**src/common/ctrb_pkg.sv**
```systemverilog
package ctrb_pkg;

  // Register offsets on the device control port
  localparam logic [7:0] CTRB_OFS_CH4_PHASE = 8'h4F;
  localparam logic [7:0] CTRB_OFS_CH5_VOL   = 8'h52;
  localparam logic [7:0] CTRB_OFS_CH5_TRIM  = 8'h53;
  localparam logic [7:0] CTRB_OFS_CH5_PHASE = 8'h54;
  localparam logic [7:0] CTRB_OFS_CH6_VOL   = 8'h57;

  // Reset values
  localparam logic [7:0] CTRB_RST_PHASE = 8'h00;
  localparam logic [7:0] CTRB_RST_VOL   = 8'hC9;
  localparam logic [7:0] CTRB_RST_TRIM  = 8'h80;

  // Field layout of the gain trim register
  localparam int         CTRB_TRIM_LSB  = 4;
  localparam int         CTRB_TRIM_MSB  = 7;

  // Code points of the decibel mappings
  localparam logic [7:0] CTRB_VOL_MUTE  = 8'h00;
  localparam logic [7:0] CTRB_VOL_UNITY = 8'hC9;
  localparam logic [3:0] CTRB_TRIM_ZERO = 4'h8;

  // Longest phase delay in modulator cycles
  localparam int         CTRB_MAX_DELAY = 255;

  // Register access request from the control port
  typedef struct packed {
    logic       wr;
    logic       rd;
    logic [7:0] addr;
    logic [7:0] wdata;
  } ctrb_req_t;

  // Effective trim of one channel as seen by the signal chain
  typedef struct packed {
    logic              mute;
    logic signed [8:0] vol_half_db;
    logic signed [4:0] trim_tenth_db;
    logic [7:0]        delay_code;
  } ctrb_trim_t;

endpackage

```
**src/design/ctrb_channel_trim_register_bank.sv**
```systemverilog
`timescale 1ns/1ps
`default_nettype none

module ctrb_channel_trim_register_bank
  import ctrb_pkg::*;
#(
  parameter int MAX_DELAY = CTRB_MAX_DELAY
) (
  input  wire logic        core_clk_i,
  input  wire logic        rstn_i,
  input  wire ctrb_req_t   req_i,
  output var  logic [7:0]  rdata_o,
  output var  logic        rvalid_o,
  input  wire logic        ch5_pdm_mode_i,
  input  wire logic        ch6_pdm_mode_i,
  input  wire logic        mod_tick_i,
  input  wire logic        ch4_bit_i,
  input  wire logic        ch5_bit_i,
  output var  logic        ch4_bit_o,
  output var  logic        ch5_bit_o,
  output var  ctrb_trim_t  ch4_trim_o,
  output var  ctrb_trim_t  ch5_trim_o,
  output var  ctrb_trim_t  ch6_trim_o
);

  // The tap select is eight bits wide, so deeper lines cannot be reached
  if (MAX_DELAY < 1 || MAX_DELAY > CTRB_MAX_DELAY) begin : g_bad_depth
    $error("MAX_DELAY must lie between 1 and 255");
  end

  // Stored register contents
  logic [7:0] ch4_phase_delay_r;
  logic [7:0] ch5_volume_level_r;
  logic [3:0] ch5_gain_trim_code_r;
  logic [7:0] ch5_phase_delay_r;
  logic [7:0] ch6_volume_level_r;

  // Address decode
  wire logic hit_ch4_phase = (req_i.addr == CTRB_OFS_CH4_PHASE);
  wire logic hit_ch5_vol   = (req_i.addr == CTRB_OFS_CH5_VOL);
  wire logic hit_ch5_trim  = (req_i.addr == CTRB_OFS_CH5_TRIM);
  wire logic hit_ch5_phase = (req_i.addr == CTRB_OFS_CH5_PHASE);
  wire logic hit_ch6_vol   = (req_i.addr == CTRB_OFS_CH6_VOL);

  // Read mux; unmapped offsets and reserved bits return zero
  logic [7:0] rd_mux;
  always_comb begin
    if (hit_ch4_phase) begin
      rd_mux = ch4_phase_delay_r;
    end else if (hit_ch5_vol) begin
      rd_mux = ch5_volume_level_r;
    end else if (hit_ch5_trim) begin
      rd_mux = {ch5_gain_trim_code_r, 4'h0};
    end else if (hit_ch5_phase) begin
      rd_mux = ch5_phase_delay_r;
    end else if (hit_ch6_vol) begin
      rd_mux = ch6_volume_level_r;
    end else begin
      rd_mux = 8'h00;
    end
  end

  // Register writes; a write to an unmapped offset is dropped
  always_ff @(posedge core_clk_i) begin
    if (!rstn_i) begin
      ch4_phase_delay_r    <= CTRB_RST_PHASE;
      ch5_phase_delay_r    <= CTRB_RST_PHASE;
      ch5_volume_level_r   <= CTRB_RST_VOL;
      ch6_volume_level_r   <= CTRB_RST_VOL;
      ch5_gain_trim_code_r <= CTRB_RST_TRIM[CTRB_TRIM_MSB:CTRB_TRIM_LSB];
    end else if (req_i.wr) begin
      if (hit_ch4_phase) begin
        ch4_phase_delay_r <= req_i.wdata;
      end
      if (hit_ch5_vol) begin
        ch5_volume_level_r <= req_i.wdata;
      end
      if (hit_ch5_trim) begin
        ch5_gain_trim_code_r <= req_i.wdata[CTRB_TRIM_MSB:CTRB_TRIM_LSB];
      end
      if (hit_ch5_phase) begin
        ch5_phase_delay_r <= req_i.wdata;
      end
      if (hit_ch6_vol) begin
        ch6_volume_level_r <= req_i.wdata;
      end
    end
  end

  // Read answer one cycle after the strobe; read wins nothing over write order
  always_ff @(posedge core_clk_i) begin
    if (!rstn_i) begin
      rdata_o  <= 8'h00;
      rvalid_o <= 1'b0;
    end else begin
      rvalid_o <= req_i.rd;
      if (req_i.rd) begin
        rdata_o <= rd_mux;
      end
    end
  end

  // Settings of channels 5 and 6 fall back to neutral outside PDM mode
  wire logic [7:0] ch5_vol_eff   = ch5_pdm_mode_i ? ch5_volume_level_r   : CTRB_VOL_UNITY;
  wire logic [3:0] ch5_trim_eff  = ch5_pdm_mode_i ? ch5_gain_trim_code_r : CTRB_TRIM_ZERO;
  wire logic [7:0] ch5_phase_eff = ch5_pdm_mode_i ? ch5_phase_delay_r    : CTRB_RST_PHASE;
  wire logic [7:0] ch6_vol_eff   = ch6_pdm_mode_i ? ch6_volume_level_r   : CTRB_VOL_UNITY;

  // Linear decibel mappings: half-dB from volume, tenth-dB from trim
  function automatic logic signed [8:0] vol_to_half_db(input logic [7:0] code);
    vol_to_half_db = $signed({1'b0, code}) - $signed({1'b0, CTRB_VOL_UNITY});
  endfunction

  function automatic logic signed [4:0] trim_to_tenth_db(input logic [3:0] code);
    trim_to_tenth_db = $signed({1'b0, code}) - $signed({1'b0, CTRB_TRIM_ZERO});
  endfunction

  // Channel 4 has no volume or trim in this bank, so it reports neutral values
  wire ctrb_trim_t ch4_trim_nxt = '{mute:          1'b0,
                                     vol_half_db:   9'sh000,
                                     trim_tenth_db: 5'sh00,
                                     delay_code:    ch4_phase_delay_r};
  wire ctrb_trim_t ch5_trim_nxt = '{mute:          (ch5_vol_eff == CTRB_VOL_MUTE),
                                     vol_half_db:   vol_to_half_db(ch5_vol_eff),
                                     trim_tenth_db: trim_to_tenth_db(ch5_trim_eff),
                                     delay_code:    ch5_phase_eff};
  wire ctrb_trim_t ch6_trim_nxt = '{mute:          (ch6_vol_eff == CTRB_VOL_MUTE),
                                     vol_half_db:   vol_to_half_db(ch6_vol_eff),
                                     trim_tenth_db: 5'sh00,
                                     delay_code:    CTRB_RST_PHASE};

  // Registered trim outputs so the filter path sees glitch-free codes
  always_ff @(posedge core_clk_i) begin
    if (!rstn_i) begin
      ch4_trim_o <= '{mute: 1'b0, vol_half_db: 9'sh000, trim_tenth_db: 5'sh00, delay_code: CTRB_RST_PHASE};
      ch5_trim_o <= '{mute: 1'b0, vol_half_db: 9'sh000, trim_tenth_db: 5'sh00, delay_code: CTRB_RST_PHASE};
      ch6_trim_o <= '{mute: 1'b0, vol_half_db: 9'sh000, trim_tenth_db: 5'sh00, delay_code: CTRB_RST_PHASE};
    end else begin
      ch4_trim_o <= ch4_trim_nxt;
      ch5_trim_o <= ch5_trim_nxt;
      ch6_trim_o <= ch6_trim_nxt;
    end
  end

  // Phase delay lines for channels 4 and 5, one modulator cycle per tick
  logic [1:0] dly_in;
  logic [7:0] dly_code [2];
  // Each lane owns its output flop; this net only gathers them
  wire logic [1:0] dly_out;
  assign dly_in      = {ch5_bit_i, ch4_bit_i};
  assign dly_code[0] = ch4_phase_delay_r;
  assign dly_code[1] = ch5_phase_eff;

  genvar g;
  generate
    for (g = 0; g < 2; g++) begin : g_dly
      // History of past bits; tap k holds the bit from k ticks ago
      logic [MAX_DELAY-1:0] hist_r;
      logic [MAX_DELAY:0]   taps;
      logic [7:0]           sel;
      logic                 out_r;
      assign taps = {hist_r, dly_in[g]};
      // Codes beyond the built depth saturate at the deepest tap
      assign sel  = (dly_code[g] > 8'(MAX_DELAY)) ? 8'(MAX_DELAY) : dly_code[g];

      always_ff @(posedge core_clk_i) begin
        if (!rstn_i) begin
          hist_r <= '0;
          out_r  <= 1'b0;
        end else if (mod_tick_i) begin
          hist_r <= taps[MAX_DELAY-1:0];
          out_r  <= taps[sel];
        end
      end
      assign dly_out[g] = out_r;
    end
  endgenerate

  assign ch4_bit_o = dly_out[0];
  assign ch5_bit_o = dly_out[1];

endmodule

`default_nettype wire

```
**config.mk**
```make
export PLATFORM = sky130hd
export DESIGN_NAME = ctrb_channel_trim_register_bank
export DESIGN_NICKNAME = d
export VERILOG_FILES = /design/src/common/ctrb_pkg.sv /design/src/design/ctrb_channel_trim_register_bank.sv
export SDC_FILE = /design/constraint.sdc
export NUM_CORES = 1
export LEC_CHECK = 0
export BUFFER_PORTS_ARGS = -buffer_cell sky130_fd_sc_hd__buf_2
export CORE_UTILIZATION = 60
export DETAILED_ROUTE_END_ITERATION = 10
export PLACE_DENSITY = 0.79
export SYNTH_ARGS = -nofsm -noshare
export SYNTH_HDL_FRONTEND = slang
export SYNTH_SLANG_ARGS = --single-unit
```
**constraint.sdc**
```tcl
create_clock -name core_clk_i -period 7.08 [get_ports core_clk_i]
set_input_delay 0 -clock core_clk_i [delete_from_list [all_inputs] [get_ports core_clk_i]]
set_output_delay 0 -clock core_clk_i [all_outputs]
set_load 0.03 [all_outputs]
```
==> summary.md <==
| Metric | Value |
|---|---|
| Outcome | finished clean |
| Synthesized instance count | 2503 |
| Setup Skew | 20.0 ps |
| Fin. Hold Viols | 0 |
| First-pass GRT wire length | 94100 um |
| Core area | 44400 um2 |
| Die area | 46000 um2 |
| Residual DRC | 0 |
| WL/cell | 18.4 um |
| Final min period | 3440 ps |
| Reg2reg start | ch5_phase_delay_r[0] |
| Io pins | 105 |
| Worst Reg2Reg Path Length in Cells | 9 |
| Crit start category | register |
| Final setup vio count | 0 |
| Post-route setup slack | 3640 ps |
| Fmax | 0.291 GHz |
| Worst slew pin tran | 1180 ps |
| Hold Path Depth | 3 |
| Syn avg cell area | 10.8 um2 |
| Worst slack, placed | 3740 ps |
| CP Capture Type | register |
| YS warnings | 0 |
| Worst-path clk slew | 60 ps |
| Post-synth EDFFs | 0 |
| FP Rows | just under 80 |
| Number of CTS-inserted buffers | 59 |
| Antenna violations before repair | 0 |
| GP Congestion | 0.963 |
| Max-cap viol count | 0 |
| Worst stage delay on the critical path | 780 ps |
| Diode count | 0 |
| Worst-case hold path end point | g_dly[1].hist_r[247] |
| # clock sinks | 597 |
| Final core utilization | 0.668 |
| Crit Path Max Fanout | 38 |
| Initial DRC Count | 1493 |
| LEAKAGE | 11.4 nW |
| Final wirelength | around 57000 um |
| Via count | between 15000 and 20000 |
| Post-route ant nets | 0 |
| Share of cells above drive strength 1 | 0.125 |
| Total GRT Usage | 0.246 |
| Syn-to-layout area delta | 9.42% |
| Total grt overflow | 0 |
| DR pass1 iterations | 8 |
| DP HPWL | 35000 um |
| Worst path slowest cell | dfxtp_2 |
| Flops & latches, synth | 597 |
| Die width | 215 um |
| Area share of the largest cell type after synthesis | 0.441 |
| Fin crit share | 0.486 |
| Cells after DPL | 2994 |
| Synth top cells by count | dfxtp_1 (597), mux2i_1 (556), nor2b_1 (541) |
| Largest net degree at the start of global routing | 242 |
| Area leader, netlist | dfxtp_1 |
| Cells along the critical path | buf_4 -> nand2_1 -> or3_1 -> o221ai_1 -> o22ai_1 -> o21ai_0 -> a32oi_1 -> a31oi_1 -> o31ai_1 |
| Asr flop ratio synth | 0 |
| R2R Setup Slk | approximately 3600 ps |
| Worst-Skew Late Latency | 610 ps |
| CTS H-tree depth | 2 |
| CP Class | register to register |
| CTS tree | yes |
| # port buffers | 76 |
| Setup TNS Final | 0 ps |
| CP required | 7570 ps |
| Fin nets | 2514 |
| Area contributors post-synth | dfxtp_1 (44%), mux2i_1 (21%), nor2b_1 (12%) |
| CTS max path bufs | 3 |
| Top FF cell, synth | dfxtp_1 |
| Mapped Area | 27100 um2 |
| Vias/cell | between 5 and 6 |
| Distinct cell type count after synthesis | 55 |
| Final non-filler cell total | 3121 |
| Class of the worst hold path | input port to register |
| Max VDD drop | 0.202 mV |
| Reg2reg end | ch5_bit_o |
| Chip height | 215 um |
| RSZ-0062 raised after global routing | no |
| Vias in the first global route | about 18000 |
| Min-Delay Startpoint | mod_tick_i |
| Register area share after synthesis | 0.441 |
| Critical path data arrival time | 3930 ps |
| Relative slew slack | 0.210 |
| Setup Fix Bufs, Post-CTS | 0 |
| PwrDens | 228 nW/um2 |
| Clock Tree Root | clkbuf_16 |
| Fin. max-slew vios | 0 |
| Initial Util | 0.611 |
| Tot Pwr | a little under 7 mW |
| Count leader, synth | dfxtp_1 |
registers in the layout (all words and copies together), names as in the netlist:
name / flops
ch4_bit_o: 1
g_dly.hist_r: 510
rvalid_o: 1
ch5_trim_o: 22
ch5_gain_trim_code_r: 4
ch4_trim_o: 8
ch6_trim_o: 10
ch4_phase_delay_r: 8
rdata_o: 8
ch6_volume_level_r: 8
ch5_bit_o: 1
ch5_volume_level_r: 8
ch5_phase_delay_r: 8
how the worst max path moves through the flow:
stage                              start   endpoint  slack [ps]  cells after the start
floorplan           ch4_phase_delay_r[0]  ch4_bit_o        4800                      7
global placement    ch4_phase_delay_r[0]  ch4_bit_o        3710                      7
detailed placement  ch4_phase_delay_r[0]  ch4_bit_o        3740                      7
CTS                 ch4_phase_delay_r[0]  ch4_bit_o        3730                      7
global route        ch4_phase_delay_r[0]  ch4_bit_o        3580                      7
finish              ch5_phase_delay_r[0]  ch5_bit_o        3640                      9
power by group:
part,internal (mW),switching (mW)
sequential,3.36,0.00430
combinational,0.133,0.170
clock,1.82,1.28
total,5.32,1.46
final cells by class:
class                   count  area [um2]
fillers                  3329       14700
repair buffers            117         788
clock buffers              93        1820
clock inverters            12         118
inverters                   9        33.8
flip-flops and latches    597       12000
well taps                 592         741
multi-input cells        1701       14200
routing by layer:
| layer | GRT usage | up-vias | part of all wire |
|---|---|---|---|
| met3 | 0.0374 | 129 | 0.045 |
| met1 | 0.320 | 8835 | 0.44 |
| met2 | 0.416 | 429 | 0.48 |
| met4 | 0.0902 | 0 | 0.028 |
| met5 | 0 | - | 0 |
| li1 | - | 8675 | - |
kinds of logic (layout without fill, tap and decap cells):
| group | Yosys count | after routing | share of synthesized area |
|---|---|---|---|
| and+or+nand+nor | 816 | 816 | 0.174 |
| muxes | 680 | 680 | 0.301 |
| DFF | 597 | 597 | 0.441 |
| buffers and inverters | 232 | 231 | 0.0389 |
| AOI/OAI and AO/OA | 168 | 168 | 0.0419 |
| xor gates and xnor gates | 5 | 5 | 0.00162 |
| adders and majority gates | 4 | 4 | 0.00185 |
| other | 1 | 28 | 0.000138 |
stage by stage:
step	cell area (um2)	hold slack, ps
2_1_floorplan	27200	124
3_3_place_gp	27500	304
3_5_place_dp	27500	299
4_1_cts	29700	6.38
5_1_grt	29700	60.8
6_report	29700	15.6
placed cells by master, fill, tap and decap left out, types with 5 or more instances in the layout:
master / n
dfxtp_1: 592
mux2i_1: 556
nor2b_1: 541
mux4_2: 106
nand2_1: 95
buf_2: 74
clkbuf_16: 61
nor2_1: 52
a21oi_1: 35
o21ai_0: 31
conb_1: 28
nand3_1: 24
dlygate4sd3_1: 22
and2_1: 21
mux2_2: 18
nand2b_1: 17
clkbuf_8: 17
buf_4: 17
clkbuf_1: 15
a22oi_1: 13
nor3_1: 13
and3_1: 11
a221oi_1: 11
nand4_1: 10
o22ai_1: 10
inv_1: 9
a21boi_0: 9
or3_1: 9
nor4_1: 8
a211oi_1: 8
clkinv_2: 8
o211ai_1: 7
a31oi_1: 7
o221ai_1: 6
a311oi_1: 5
critical path, delay by kind of cell, from the launching register on:
kind / cells / cell delay [ps]
compound gates: 6 / 920
buf+inv: 1 / 620
flops: 1 / 780
simple gates: 2 / 960
timing repair:
action                    in CTS  in global routing
gates resized for setup        0                  0
hold endpoints to repair      57                  0
hold buffers                  22                  0
No activity file was read; power rests on OpenSTA's default activity.
